<file path="config.mk">
export PLATFORM = sky130hd
export DESIGN_NAME = pci_header_bist_base_window
export DESIGN_NICKNAME = d
export VERILOG_FILES = /design/src/pci_hdr_pkg.sv /design/src/base_window_reg.sv /design/src/pci_header_bist_base_window.sv
export SDC_FILE = /design/constraint.sdc
export NUM_CORES = 1
export LEC_CHECK = 0
export BUFFER_PORTS_ARGS = -buffer_cell sky130_fd_sc_hd__buf_2
export CAP_MARGIN = 10
export CORE_MARGIN = 1.5
export CORE_UTILIZATION = 45
export CTS_BUF_LIST = sky130_fd_sc_hd__clkbuf_8
export DETAILED_ROUTE_END_ITERATION = 8
export GPL_TIMING_DRIVEN = 0
export PLACE_DENSITY = 0.79
export SLEW_MARGIN = 20
export SYNTH_ARGS = -nofsm -noshare
export SYNTH_HDL_FRONTEND = slang
export SYNTH_SLANG_ARGS = --single-unit
</file>
<file path="constraint.sdc">
create_clock -name mclk -period 1.2 [get_ports mclk]
set_input_delay 0.24 -clock mclk [delete_from_list [all_inputs] [get_ports mclk]]
set_output_delay 0.24 -clock mclk [all_outputs]
set_load 0.005 [all_outputs]
</file>
<file path="src/pci_hdr_pkg.sv">
package pci_hdr_pkg;

  // ****************************************************************
  // register byte offsets in configuration space
  // ****************************************************************
  localparam logic [7:0] HEADER_LAYOUT_KIND_OFS = 8'h0e;
  localparam logic [7:0] SELF_TEST_CONTROL_OFS = 8'h0f;
  localparam logic [7:0] LOCAL_CONFIG_MEMORY_BASE_OFS = 8'h10;
  localparam logic [7:0] LOCAL_CONFIG_IO_BASE_OFS = 8'h14;

  // ****************************************************************
  // field positions and fixed values
  // ****************************************************************
  localparam int LAYOUT_MSB = 6;
  localparam int MULTI_FUNC_BIT = 7;
  localparam int BIST_CODE_MSB = 3;
  localparam int BIST_START_BIT = 6;
  localparam int BIST_SUPPORT_BIT = 7;
  localparam logic [6:0] LAYOUT_KIND_VAL = 7'h00;
  localparam logic MULTI_FUNC_VAL = 1'b0;
  localparam logic [1:0] BIST_RSVD_VAL = 2'h0;
  localparam logic [3:0] BIST_CODE_RST = 4'h0;
  localparam logic BIST_SUPPORT_RST = 1'b0;
  // low bits of the memory base: space 0, location 00, not prefetchable
  localparam logic [31:0] MEM_BASE_LOW = 32'h00000000;
  // low bits of the i/o base: space indicator 1
  localparam logic [31:0] IO_BASE_LOW = 32'h00000001;
  localparam int MEM_WIN_BITS = 8;
  localparam int IO_WIN_BITS = 8;
  localparam logic [31:0] CFG_ZERO = 32'h00000000;

  // ****************************************************************
  // carriers and states
  // ****************************************************************
  typedef struct packed {
    logic wr;
    logic rd;
    logic [5:0] dwIdx;
    logic [3:0] be;
    logic [31:0] wdata;
  } cfg_req_t;

  typedef struct packed {
    logic valid;
    logic [31:0] addr;
  } bus_addr_t;

  typedef struct packed {
    logic done;
    logic [3:0] code;
  } bist_report_t;

  typedef enum logic {
    BIST_IDLE = 1'b0,
    BIST_RUN = 1'b1
  } bist_state_t;

endpackage : pci_hdr_pkg

</file>
<file path="src/base_window_reg.sv">
`timescale 1ns/100ps
module base_window_reg
  import pci_hdr_pkg::*;
#(
  parameter int WIN_BITS = 8,
  parameter logic [31:0] LOW_CONST = 32'h00000000
) (
  // clock and reset
  input wire logic mclk,
  input wire logic resetn,
  // configuration write into this register
  input wire logic wrEn,
  input wire logic [3:0] be,
  input wire logic [31:0] wdata,
  // decode
  input wire logic spaceEn,
  input wire bus_addr_t acc,
  output logic [31:0] barValue,
  output logic hit_ff
);

  // the lane loop and the hardwired low field need between 4 and 31 window bits
  if (WIN_BITS < 4 || WIN_BITS > 31) begin : g_bad_win
    $error("base_window_reg: WIN_BITS out of range");
  end

  logic [31:WIN_BITS] base_ff;
  logic [31:WIN_BITS] nxt_base;
  logic nxt_hit;

  // only bytes whose enable is set change; low bits stay hardwired
  always_comb begin
    nxt_base = base_ff;
    for (int i = WIN_BITS; i < 32; i++) begin
      if (wrEn && be[i / 8]) begin
        nxt_base[i] = wdata[i];
      end
    end
    nxt_hit = acc.valid && spaceEn && (acc.addr[31:WIN_BITS] == base_ff);
  end

  always_ff @(posedge mclk or negedge resetn) begin
    if (!resetn) begin
      base_ff <= '0;
      hit_ff <= 1'b0;
    end else begin
      base_ff <= nxt_base;
      hit_ff <= nxt_hit;
    end
  end

  assign barValue = {base_ff, LOW_CONST[WIN_BITS-1:0]};

endmodule : base_window_reg

</file>
<file path="src/pci_header_bist_base_window.sv">
`timescale 1ns/100ps
module pci_header_bist_base_window
  import pci_hdr_pkg::*;
#(
  parameter logic BIST_SUPPORTED = 1'b0
) (
  // clock and reset
  input wire logic mclk,
  input wire logic resetn,
  // configuration access from the host bus
  input wire cfg_req_t cfgReq,
  output logic [31:0] cfgRdData_ff,
  output logic cfgRdValid_ff,
  // command register enables
  input wire logic memSpaceEn,
  input wire logic ioSpaceEn,
  // host bus addresses to decode
  input wire bus_addr_t memAcc,
  input wire bus_addr_t ioAcc,
  output logic memHit_ff,
  output logic ioHit_ff,
  // local side self test
  input wire bist_report_t bistReport,
  output logic bistStartIrq_ff,
  output logic bistActive_ff
);

  // ****************************************************************
  // helpers
  // ****************************************************************
  function automatic logic [5:0] dwOf(input logic [7:0] ofs);
    dwOf = ofs[7:2];
  endfunction : dwOf

  localparam logic [5:0] HDR_DW = dwOf(HEADER_LAYOUT_KIND_OFS);
  localparam logic [5:0] MEM_DW = dwOf(LOCAL_CONFIG_MEMORY_BASE_OFS);
  localparam logic [5:0] IO_DW = dwOf(LOCAL_CONFIG_IO_BASE_OFS);
  localparam int START_POS = 8 * int'(SELF_TEST_CONTROL_OFS[1:0]) + BIST_START_BIT;
  localparam int START_LANE = int'(SELF_TEST_CONTROL_OFS[1:0]);

  // ****************************************************************
  // state
  // ****************************************************************
  bist_state_t state_ff;
  bist_state_t nxt_state;
  logic [3:0] code_ff;
  logic [3:0] nxt_code;
  logic support_ff;
  logic nxt_support;
  logic nxt_irq;
  logic nxt_active;
  logic [31:0] nxt_rdData;
  logic nxt_rdValid;
  logic [5:0] lastRdIdx_ff;
  logic [5:0] nxt_lastRdIdx;
  logic [31:0] memBar;
  logic [31:0] ioBar;
  logic startReq;
  logic [7:0] hdrByte;
  logic [7:0] bistByte;

  // both bytes are constant or local state; host writes reach only the start bit, through the self test state
  assign hdrByte = {MULTI_FUNC_VAL, LAYOUT_KIND_VAL};
  assign bistByte = {support_ff, (state_ff == BIST_RUN), BIST_RSVD_VAL, code_ff};
  assign startReq = cfgReq.wr && (cfgReq.dwIdx == HDR_DW) && cfgReq.be[START_LANE]
                    && cfgReq.wdata[START_POS];

  // ****************************************************************
  // base address registers
  // ****************************************************************
  // memory window onto the local configuration registers
  base_window_reg #(
    .WIN_BITS(MEM_WIN_BITS),
    .LOW_CONST(MEM_BASE_LOW)
  ) u_mem_base (
    .mclk(mclk),
    .resetn(resetn),
    .wrEn(cfgReq.wr && (cfgReq.dwIdx == MEM_DW)),
    .be(cfgReq.be),
    .wdata(cfgReq.wdata),
    .spaceEn(memSpaceEn),
    .acc(memAcc),
    .barValue(memBar),
    .hit_ff(memHit_ff)
  );

  // i/o window onto the same registers
  base_window_reg #(
    .WIN_BITS(IO_WIN_BITS),
    .LOW_CONST(IO_BASE_LOW)
  ) u_io_base (
    .mclk(mclk),
    .resetn(resetn),
    .wrEn(cfgReq.wr && (cfgReq.dwIdx == IO_DW)),
    .be(cfgReq.be),
    .wdata(cfgReq.wdata),
    .spaceEn(ioSpaceEn),
    .acc(ioAcc),
    .barValue(ioBar),
    .hit_ff(ioHit_ff)
  );

  // ****************************************************************
  // self test control
  // ****************************************************************
  // a start that lands with the done report wins: test restarts
  always_comb begin
    nxt_state = state_ff;
    nxt_code = code_ff;
    nxt_irq = 1'b0;
    nxt_support = BIST_SUPPORTED; // strap taken after reset release
    unique case (state_ff)
      BIST_IDLE: begin
        if (startReq) begin
          nxt_state = BIST_RUN;
          nxt_irq = 1'b1;
        end
      end
      BIST_RUN: begin
        if (bistReport.done) begin
          nxt_code = bistReport.code;
          if (!startReq) begin
            nxt_state = BIST_IDLE;
          end else begin
            nxt_irq = 1'b1;
          end
        end
      end
    endcase
    // the local side sees the same level that the host reads as the start bit
    nxt_active = (nxt_state == BIST_RUN);
  end

  always_ff @(posedge mclk or negedge resetn) begin
    if (!resetn) begin
      state_ff <= BIST_IDLE;
      code_ff <= BIST_CODE_RST;
      support_ff <= BIST_SUPPORT_RST;
      bistStartIrq_ff <= 1'b0;
      bistActive_ff <= 1'b0;
    end else begin
      state_ff <= nxt_state;
      code_ff <= nxt_code;
      support_ff <= nxt_support;
      bistStartIrq_ff <= nxt_irq;
      bistActive_ff <= nxt_active;
    end
  end

  // ****************************************************************
  // configuration read
  // ****************************************************************
  // unmapped dwords and bytes outside this block read zero
  always_comb begin
    nxt_rdValid = cfgReq.rd;
    nxt_rdData = CFG_ZERO;
    // index kept only so the checks know which dword answered
    nxt_lastRdIdx = cfgReq.dwIdx;
    if (cfgReq.rd) begin
      if (cfgReq.dwIdx == HDR_DW) begin
        nxt_rdData = {bistByte, hdrByte, 16'h0000};
      end else if (cfgReq.dwIdx == MEM_DW) begin
        nxt_rdData = memBar;
      end else if (cfgReq.dwIdx == IO_DW) begin
        nxt_rdData = ioBar;
      end
    end
  end

  always_ff @(posedge mclk or negedge resetn) begin
    if (!resetn) begin
      cfgRdData_ff <= CFG_ZERO;
      cfgRdValid_ff <= 1'b0;
      lastRdIdx_ff <= 6'h00;
    end else begin
      cfgRdData_ff <= nxt_rdData;
      cfgRdValid_ff <= nxt_rdValid;
      lastRdIdx_ff <= nxt_lastRdIdx;
    end
  end

  // ****************************************************************
  // checks
  // ****************************************************************
  a_header_byte_zero: assert property (
    @(posedge mclk) disable iff (!resetn)
    cfgRdValid_ff && (lastRdIdx_ff == HDR_DW) |-> cfgRdData_ff[23:16] == 8'h00
  ) else $error("header type byte not zero");

  a_bist_start_irq: assert property (
    @(posedge mclk) disable iff (!resetn)
    (state_ff == BIST_IDLE) && startReq |=> bistStartIrq_ff && bistActive_ff
  ) else $error("start write did not raise local interrupt");

  a_bist_irq_pulse: assert property (
    @(posedge mclk) disable iff (!resetn)
    bistStartIrq_ff && !$past(startReq) |-> 1'b0
  ) else $error("local interrupt without start write");

  a_bist_done_clear: assert property (
    @(posedge mclk) disable iff (!resetn)
    (state_ff == BIST_RUN) && bistReport.done && !startReq
    |=> !bistActive_ff && !bistByte[BIST_START_BIT]
  ) else $error("start bit not cleared after done");

  a_bist_code_hold: assert property (
    @(posedge mclk) disable iff (!resetn)
    !bistReport.done |=> $stable(code_ff)
  ) else $error("self-test code changed without local report");

  a_support_fixed: assert property (
    @(posedge mclk) disable iff (!resetn)
    cfgRdValid_ff && (lastRdIdx_ff == HDR_DW) && $past(resetn, 2)
    |-> cfgRdData_ff[31] == BIST_SUPPORTED
  ) else $error("self-test support bit wrong");

  a_mem_base_low: assert property (
    @(posedge mclk) disable iff (!resetn)
    cfgRdValid_ff && (lastRdIdx_ff == MEM_DW) |-> cfgRdData_ff[7:0] == 8'h00
  ) else $error("memory base low byte not hardwired");

  a_io_space_bit: assert property (
    @(posedge mclk) disable iff (!resetn)
    cfgRdValid_ff && (lastRdIdx_ff == IO_DW) |-> cfgRdData_ff[1:0] == 2'b01
  ) else $error("i/o base space bit not one");

  // compare with the base as it stood when the address was taken
  a_mem_claim: assert property (
    @(posedge mclk) disable iff (!resetn)
    memHit_ff |-> $past(memAcc.valid) && $past(memSpaceEn)
                  && ($past(memAcc.addr[31:MEM_WIN_BITS]) == $past(memBar[31:MEM_WIN_BITS]))
  ) else $error("memory window claimed without match");

  a_mem_claim_taken: assert property (
    @(posedge mclk) disable iff (!resetn)
    memAcc.valid && memSpaceEn
    && (memAcc.addr[31:MEM_WIN_BITS] == memBar[31:MEM_WIN_BITS]) |=> memHit_ff
  ) else $error("matching memory access not claimed");

  a_io_claim: assert property (
    @(posedge mclk) disable iff (!resetn)
    ioHit_ff |-> $past(ioAcc.valid) && $past(ioSpaceEn)
                 && ($past(ioAcc.addr[31:IO_WIN_BITS]) == $past(ioBar[31:IO_WIN_BITS]))
  ) else $error("i/o window claimed without match");

  a_base_write: assert property (
    @(posedge mclk) disable iff (!resetn)
    cfgReq.wr && (cfgReq.dwIdx == MEM_DW) && (cfgReq.be == 4'hf) && !cfgReq.rd
    |=> memBar[31:8] == $past(cfgReq.wdata[31:8])
  ) else $error("memory base upper bits not written");

  // a lane without its enable keeps its old byte
  a_base_lane_keep: assert property (
    @(posedge mclk) disable iff (!resetn)
    cfgReq.wr && (cfgReq.dwIdx == MEM_DW) && !cfgReq.be[1]
    |=> memBar[15:8] == $past(memBar[15:8])
  ) else $error("memory base byte changed without its enable");

  a_io_base_write: assert property (
    @(posedge mclk) disable iff (!resetn)
    cfgReq.wr && (cfgReq.dwIdx == IO_DW) && (cfgReq.be == 4'hf)
    |=> ioBar[31:IO_WIN_BITS] == $past(cfgReq.wdata[31:IO_WIN_BITS])
  ) else $error("i/o base upper bits not written");

  // self test: busy starts are dropped, the code only moves with done
  a_start_busy_ignored: assert property (
    @(posedge mclk) disable iff (!resetn)
    (state_ff == BIST_RUN) && startReq && !bistReport.done |=> !bistStartIrq_ff
  ) else $error("start during running self test raised interrupt");

  a_code_captured: assert property (
    @(posedge mclk) disable iff (!resetn)
    (state_ff == BIST_RUN) && bistReport.done |=> code_ff == $past(bistReport.code)
  ) else $error("self-test code not taken with done");

  a_start_bit_read: assert property (
    @(posedge mclk) disable iff (!resetn)
    cfgRdValid_ff && (lastRdIdx_ff == HDR_DW)
    |-> cfgRdData_ff[START_POS] == $past(bistActive_ff)
  ) else $error("start bit read back differs from local active level");

  // read port: every strobe answered, holes read zero
  a_rd_answer: assert property (
    @(posedge mclk) disable iff (!resetn)
    cfgReq.rd |=> cfgRdValid_ff
  ) else $error("configuration read not answered");

  a_unmapped_zero: assert property (
    @(posedge mclk) disable iff (!resetn)
    cfgRdValid_ff && (lastRdIdx_ff != HDR_DW) && (lastRdIdx_ff != MEM_DW)
    && (lastRdIdx_ff != IO_DW) |-> cfgRdData_ff == CFG_ZERO
  ) else $error("unmapped dword did not read zero");

endmodule : pci_header_bist_base_window

</file>
==> results of run 1 <==
-- worst reg2reg max path, stage by stage, from the launching register on --
cell and delay [ns]:
dfrtp_1 0.41, xor2_1 0.19, nor4_1 0.28, nand3_1 0.12
nor4_1 0.22
-- per-layer routing --
metal	routed length, microns	vias up
met2	5372	110
met1	4378	1458
met5	0	-
met3	617	8
met4	87	0
li1	-	1338
-- cells by family after synthesis --
| family | after synthesis | share of synthesized area [%] |
|---|---|---|
| muxes | 52 | 15.57 |
| other | 1 | 0.09970 |
| buffers and inverters | 20 | 3.160 |
| DFF | 82 | 54.56 |
| xor gates and xnor gates | 48 | 11.18 |
| and+or+nand+nor | 54 | 8.949 |
| AOI/OAI and AO/OA | 36 | 6.487 |
-- through the flow --
stage	area [sq um]	TNS, ns
floorplan	3806	-32.84
global placement	4548	-110.08
detailed placement	4571	-54.56
CTS	4913	-20.72
global route	5273	-21.69
finish	5273	-20.29
-- repair_timing --
action                                 CTS  global route
endpoints found under the hold margin   46             0
setup endpoints to repair               77           109
gates cloned                             0             3
buffers inserted                        10             3
resized for setup                       27            78
pin swaps                               18            29
hold buffers                             1             0
-- registers in the layout, summed over array words and instances, names as in the netlist --
signal,flops
cfgRdData_ff,25
u_io_base.base_ff,24
u_mem_base.base_ff,24
code_ff,4
bistStartIrq_ff,1
cfgRdValid_ff,1
state_ff,1
u_io_base.hit_ff,1
u_mem_base.hit_ff,1
-- power groups by stage --
stage | logic, mW | registers, mW | clock network (mW)
finish | 0.871 | 3.06 | 1.84
global route | 0.945 | 3.08 | 1.97
floorplan | 0.361 | 3.07 | 0
global placement | 0.667 | 3.10 | 0
detailed placement | 0.699 | 3.11 | 0
CTS | 0.769 | 3.05 | 1.87
-- synthesized netlist by cell type (5+ instances only) --
cell,n,area share (%)
buf_2,5,0.67
mux2_2,51,15
xor2_1,30,7.0
a22oi_1,24,4.8
o21ai_0,6,0.80
a21oi_1,5,0.67
dfrtp_1,82,55
nor2_1,19,1.9
buf_4,10,2.0
nor4_1,8,1.3
xnor2_1,18,4.2
nand4_1,6,1.0
-- worst paths after layout --
kind	start	to	slack (ns)	cells past startpoint
worst max-delay path	cfgReq[40]	u_io_base.base_ff[24]$_DFFE_PN0P_	-0.32	5
worst min-delay path	bistReport[4]	state_ff$_DFF_PN0_	0.08	2
worst max register to register	u_io_base.base_ff[27]$_DFFE_PN0P_	u_io_base.hit_ff$_DFF_PN0_	-0.11	4
worst min register to register	state_ff$_DFF_PN0_	bistStartIrq_ff$_DFF_PN0_	0.50	1
max in group asynchronous	resetn	state_ff$_DFF_PN0_	0.25	3
min in group asynchronous	resetn	u_io_base.base_ff[22]$_DFFE_PN0P_	0.38	2
-- layout make-up --
| type | count | share of cell area [%] |
|---|---|---|
| plain buffers | 15 | 2.587 |
| clock buffers | 10 | 2.610 |
| clock inverters | 6 | 0.7831 |
| inverters | 2 | 0.1424 |
| multi-input cells | 197 | 36.52 |
| flip-flops and latches | 82 | 38.94 |
| well taps | 105 | 2.492 |
| repair buffers | 140 | 15.92 |
-- cells in the final DEF, fill, tap and decap left out, drive strengths merged --
cell | synthesis | routed
nand4 | 6 | 6
clkbuf | 2 | 14
and3 | 3 | 3
xnor2 | 18 | 18
clkinvlp | 0 | 2
a21oi | 6 | 6
buf | 16 | 150
or3 | 1 | 1
nor3 | 4 | 4
o21ai | 6 | 6
nor4 | 8 | 8
or4b | 1 | 1
mux2 | 52 | 52
nand2 | 2 | 2
dlygate4sd3 | 0 | 1
a22oi | 24 | 24
dfrtp | 82 | 82
clkinv | 0 | 2
nand2b | 1 | 1
or3b | 1 | 1
nor2 | 20 | 20
nand3 | 6 | 6
or2 | 1 | 1
xor2 | 30 | 30
conb | 1 | 7
inv | 2 | 4
==> flow_summary.toml, run 1 <==
[die]
initial_utilization_pct = 46.01
num_rows = 33
ios = 156
core_sq_um = 8175
die_w_microns = 94.42
die_h_microns = 94.42
die_area_sq_um = 8915

[timing]
finalCritPeriodShare_pct = 126.6
finalHoldViolations = 0
fin_ws_ns = -0.3189
timing.final.max_slew_violations = 0
setup_viol = 77
relSlewSlack_pct = 65.64
fin_crit_ns = 1.519
worstMarginPinSlew_ns = 0.5154
fmax_ghz = 0.6584
final.setup_skew_ns = 0.01458
hold_ws_ns = 0.08123
grt_setup_unrepaired = "yes"

[cells_and_area]
drive_gt1_share_pct = 58.85
post_layout_nonfiller_instances = 557
nFillCells = 623
multi_input_area_sq_um = 1926
fin_util_pct = 64.49
diodes = 0
nNetsFinal = 566
area_growth_pct = 40.19
register_area_sq_um = 2053

[clock_network]
clock-root-buffer = "clkbuf_8"
cts_buffers = 9
cts_tree = "done"
htreeDepth = 3
clockBufferDepth = 2
clk-insertion-delay-late_ns = 0.35
cts.sinks = 82
clk_pin_slew_worst_paths_ns = 0.08

[routing]
vias = 2914
wirelength_mm = 10.46
drc = 0
wl_per_cell_microns = 18.77
via_per_inst = 5.232
drtIter0Drc = 79
firstDrtPassIters = 4
final_antenna_net_count = 0

[setup_path]
worstSetupPathType = "in -> reg"
critPathArrivalTime_ns = 1.75
slowest_delay_ns = 0.57
startpoint_type = "primary input"
cp.required_ns = 1.43
crit_chain = "buf_6, or4b_4, nor2_4, and3_4, mux2_2"
crit_buf_inv = 1
path_max_fanout = 8
crit_family = "simple AND/OR/NAND/NOR gates"
worstSetupEndpointType = "flip-flop"
cp_slowest_cell = "or4b_4"

[min_path]
hp-class = "in -> reg"

[placement]
dp_worst_setup_slack_ns = -0.8499
routabilityCongestion = 0.8670
portBuffers = 122
placed_cells = 527
post-dp-hpwl_mm = 7.101

[power_and_ir_drop]
p_total_mw = 5.770
clkPwrFrac_pct = 31.9
share_seq_of_total_power_pct = 53.0
switching_share_pct = 27.31
power.density_nw_per_um2 = 1094
combPwrFrac_pct = 15.1
p_int_mw = 4.194
p_leak_nw = 2.616
switching_power_mw = 1.576
ir_worst_vdd_v = 0.0006146

[synth]
async_flop_share_pct = 100.0
synth_edf_count = 0
ys_types = 30
seq_area_frac_synth_pct = 54.56
syn_inst = 293
syn-mean-instance-area_sq_um = 12.84
ys_seq_elements = 82
netlist_area_sq_um = 3761
ys_warn_count = 0
synth_ff_type = "dfrtp_1"

[grt]
antenna_found_initial = 0
met1_usage_pct = 30.77
grt_pass1_vias = 3103
track_usage_pct = 23.90
grt-ovfl-total = 0
use_met2_pct = 40.23
use_met3_pct = 5.636
busiest_layer = "met2"
grt_max_degree = 48
grt_pass1_wl_mm = 15.86

[run_status]
status = "finished, violations left"
violations = "setup timing"

[flow_run]
cap_violations = 0
Power figures use the tool's default switching activity.
==> run 2, diff against run 1 <==
--- a/config.mk
+++ b/config.mk
@@ -8,11 +8,12 @@
 export BUFFER_PORTS_ARGS = -buffer_cell sky130_fd_sc_hd__buf_2
 export CAP_MARGIN = 10
 export CORE_MARGIN = 1.5
-export CORE_UTILIZATION = 45
+export CORE_UTILIZATION = 49
 export CTS_BUF_LIST = sky130_fd_sc_hd__clkbuf_8
 export DETAILED_ROUTE_END_ITERATION = 8
 export GPL_TIMING_DRIVEN = 0
-export PLACE_DENSITY = 0.79
+export PLACE_DENSITY = 0.81
+export RECOVER_POWER = 100
 export SLEW_MARGIN = 20
 export SYNTH_ARGS = -nofsm -noshare
 export SYNTH_HDL_FRONTEND = slang
==> constraint.sdc (replaced) <==
create_clock -name mclk -period 1.4 [get_ports mclk]
set_input_delay 0.28 -clock mclk [delete_from_list [all_inputs] [get_ports mclk]]
set_output_delay 0.28 -clock mclk [all_outputs]
set_load 0.005 [all_outputs]
==> run 2 against run 1 <==
Compared with the run above: the flow still finishes with violations (setup timing); wire length shrank 3.3%; sequential share of layout area rose by 0.42 points; register-to-register slack improved by 0.18 ns; setup slack gained 0.17 ns; first-iteration DRC count grew 49%; via count fell by 0.41%; cell count decreased by 1.8%; critical path type unchanged; sequential cell count stayed put; total power decreased by 3.2%.
==> flow_summary.toml, run 2 (synthesized netlist as in run 1, its figures left out) <==
[clock_network]
cts_tree = "done"
cts.sinks = 82
clk_pin_slew_worst_paths_ns = 0.08
clk-insertion-delay-late_ns = 0.35
htreeDepth = 3
clockBufferDepth = 2
clock-root-buffer = "clkbuf_8"
cts_buffers = 9

[placement]
dpl_cell_area_sq_um = 4571
post-dp-hpwl_mm = 6.880
dp_worst_setup_slack_ns = -0.6625
routabilityCongestion = 0.8755
portBuffers = 122

[die]
num_rows = 31
core_sq_um = 7331
die_h_microns = 90.61
initial_utilization_pct = 51.31
die_area_sq_um = 8210
ios = 156
die_w_microns = 90.61

[timing]
finalCritPeriodShare_pct = 110.9
hold_ws_ns = 0.1367
relSlewSlack_pct = 35.81
setup_viol = 51
fin_setup_tns_ns = -5.321
final.setup_skew_ns = 0.006171
timing.final.max_slew_violations = 0
grt_setup_unrepaired = "yes"
finalHoldViolations = 0
fmax_ghz = 0.6439
fin_ws_ns = -0.1531
fin_crit_ns = 1.553
worstMarginPinSlew_ns = 0.9628

[setup_path]
slowest_delay_ns = 0.56
path_max_fanout = 5
cp.required_ns = 1.67
critPathArrivalTime_ns = 1.83
crit_chain = "buf_6, or4b_4, or3b_4, buf_6, buf_4, a21oi_1"
worstSetupPathType = "in -> reg"
cp_slowest_cell = "or4b_4"
worstSetupEndpointType = "flip-flop"
startpoint_type = "primary input"
crit_top_cell = "buf_6"

[routing]
firstDrtPassIters = 4
wl_per_cell_microns = 18.48
wirelength_mm = 10.11
final_antenna_net_count = 0
drc = 0
vias = 2902
via_per_inst = 5.305
drtIter0Drc = 118

[grt]
grt_pass1_vias = 2909
antenna_found_initial = 0
grt_max_degree = 47
grt_pass1_wl_mm = 15.08
track_usage_pct = 24.08
grt-ovfl-total = 0

[flow_run]
cap_violations = 0

[power_and_ir_drop]
p_total_mw = 5.584
p_leak_nw = 2.588
ir_worst_vdd_v = 0.0005986
power.density_nw_per_um2 = 1071

[cells_and_area]
final_cell_mix = "buf_2, dfrtp_1, xor2_1, mux2_2, mux2_4"
nNetsFinal = 562
largest_reg_flops = 25
area_growth_pct = 38.59
diodes = 0
reg_top3 = "cfgRdData_ff (25), u_io_base.base_ff (24), u_mem_base.base_ff (24)"
drive_gt1_share_pct = 54.02
regMostFlops = "cfgRdData_ff"
fin_area_sq_um = 5213
mostFrequentLayoutCell = "buf_2"
nFillCells = 509

[run_status]
violations = "setup timing"
status = "finished, violations left"

[min_path]
hp-class = "in -> reg"
==> run 2: cell count changes in the layout (fill, tap and decap cells not counted), sizes merged <==
cell and change:
bufinv +4, clkbuf +7, buf -12, clkinvlp -1, inv -2
==> run 2: power by group <==
part	internal, mW	switching, mW	total, mW
combinational	0.391	0.322	0.713
clock	1.36	0.881	2.25
sequential	2.50	0.130	2.63
==> run 2: routing by layer <==
metal,share of wire (%),vias to the layer above,GRT usage (%),wire [microns]
li1,-,1321,-,-
met1,42,1453,31.18,4267
met2,50,117,40.79,5093
met3,6.0,11,3.956,611
met4,1.3,0,8.466,136
met5,0,-,0,0
==> run 2: worst max-delay path, delay by kind of cell <==
family / cells / cell delay (ns)
and+or+nand+nor: 2 / 1.02
AOI/OAI and AO/OA: 1 / 0.14
buffers and inverters: 3 / 0.38
==> run 2: per-stage QoR <==
| step | util [%] | cells |
|---|---|---|
| 2_1_floorplan | - | 299 |
| 3_3_place_gp | 61.94 | 520 |
| 3_5_place_dp | 62.35 | 521 |
| 4_1_cts | 67.40 | 541 |
| 5_1_grt | 71.10 | 547 |
| 6_report | 71.10 | 547 |
==> run 2: layout make-up <==
class                           count  area (sq um)  area share [%]
Clock buffer                        9         123.9           2.376
Inverter                            2         7.507          0.1440
Clock inverter                      7         141.4           2.712
Buffer                             13         115.1           2.208
Tap cell                           99         123.9           2.376
Timing Repair Buffer              138         787.0           15.10
Sequential cell                    82          2052           39.37
Multi-Input combinational cell    197          1862           35.72
==> run 2: worst paths after layout <==
path / slack (ns) / end / cells after the start / from
worst max-delay path: -0.15 / cfgRdData_ff[27]$_DFF_PN0_ / 6 / cfgReq[41]
worst min-delay path: 0.14 / state_ff$_DFF_PN0_ / 2 / bistReport[4]
worst max register to register: 0.07 / u_mem_base.hit_ff$_DFF_PN0_ / 4 / u_mem_base.base_ff[23]$_DFFE_PN0P_
worst min register to register: 0.52 / code_ff[3]$_DFFE_PN0P_ / 1 / code_ff[3]$_DFFE_PN0P_
max in group asynchronous: 0.05 / u_mem_base.base_ff[13]$_DFFE_PN0P_ / 3 / resetn
min in group asynchronous: 0.60 / cfgRdData_ff[18]$_DFF_PN0_ / 2 / resetn
==> run 2: repair_timing <==
item	in CTS	in global routing
gates resized for setup	22	63
buffers inserted	6	5
hold endpoints to repair	36	0
hold buffers	1	0
cloned	0	3
endpoints found under the setup margin	76	77
pin swaps	7	26
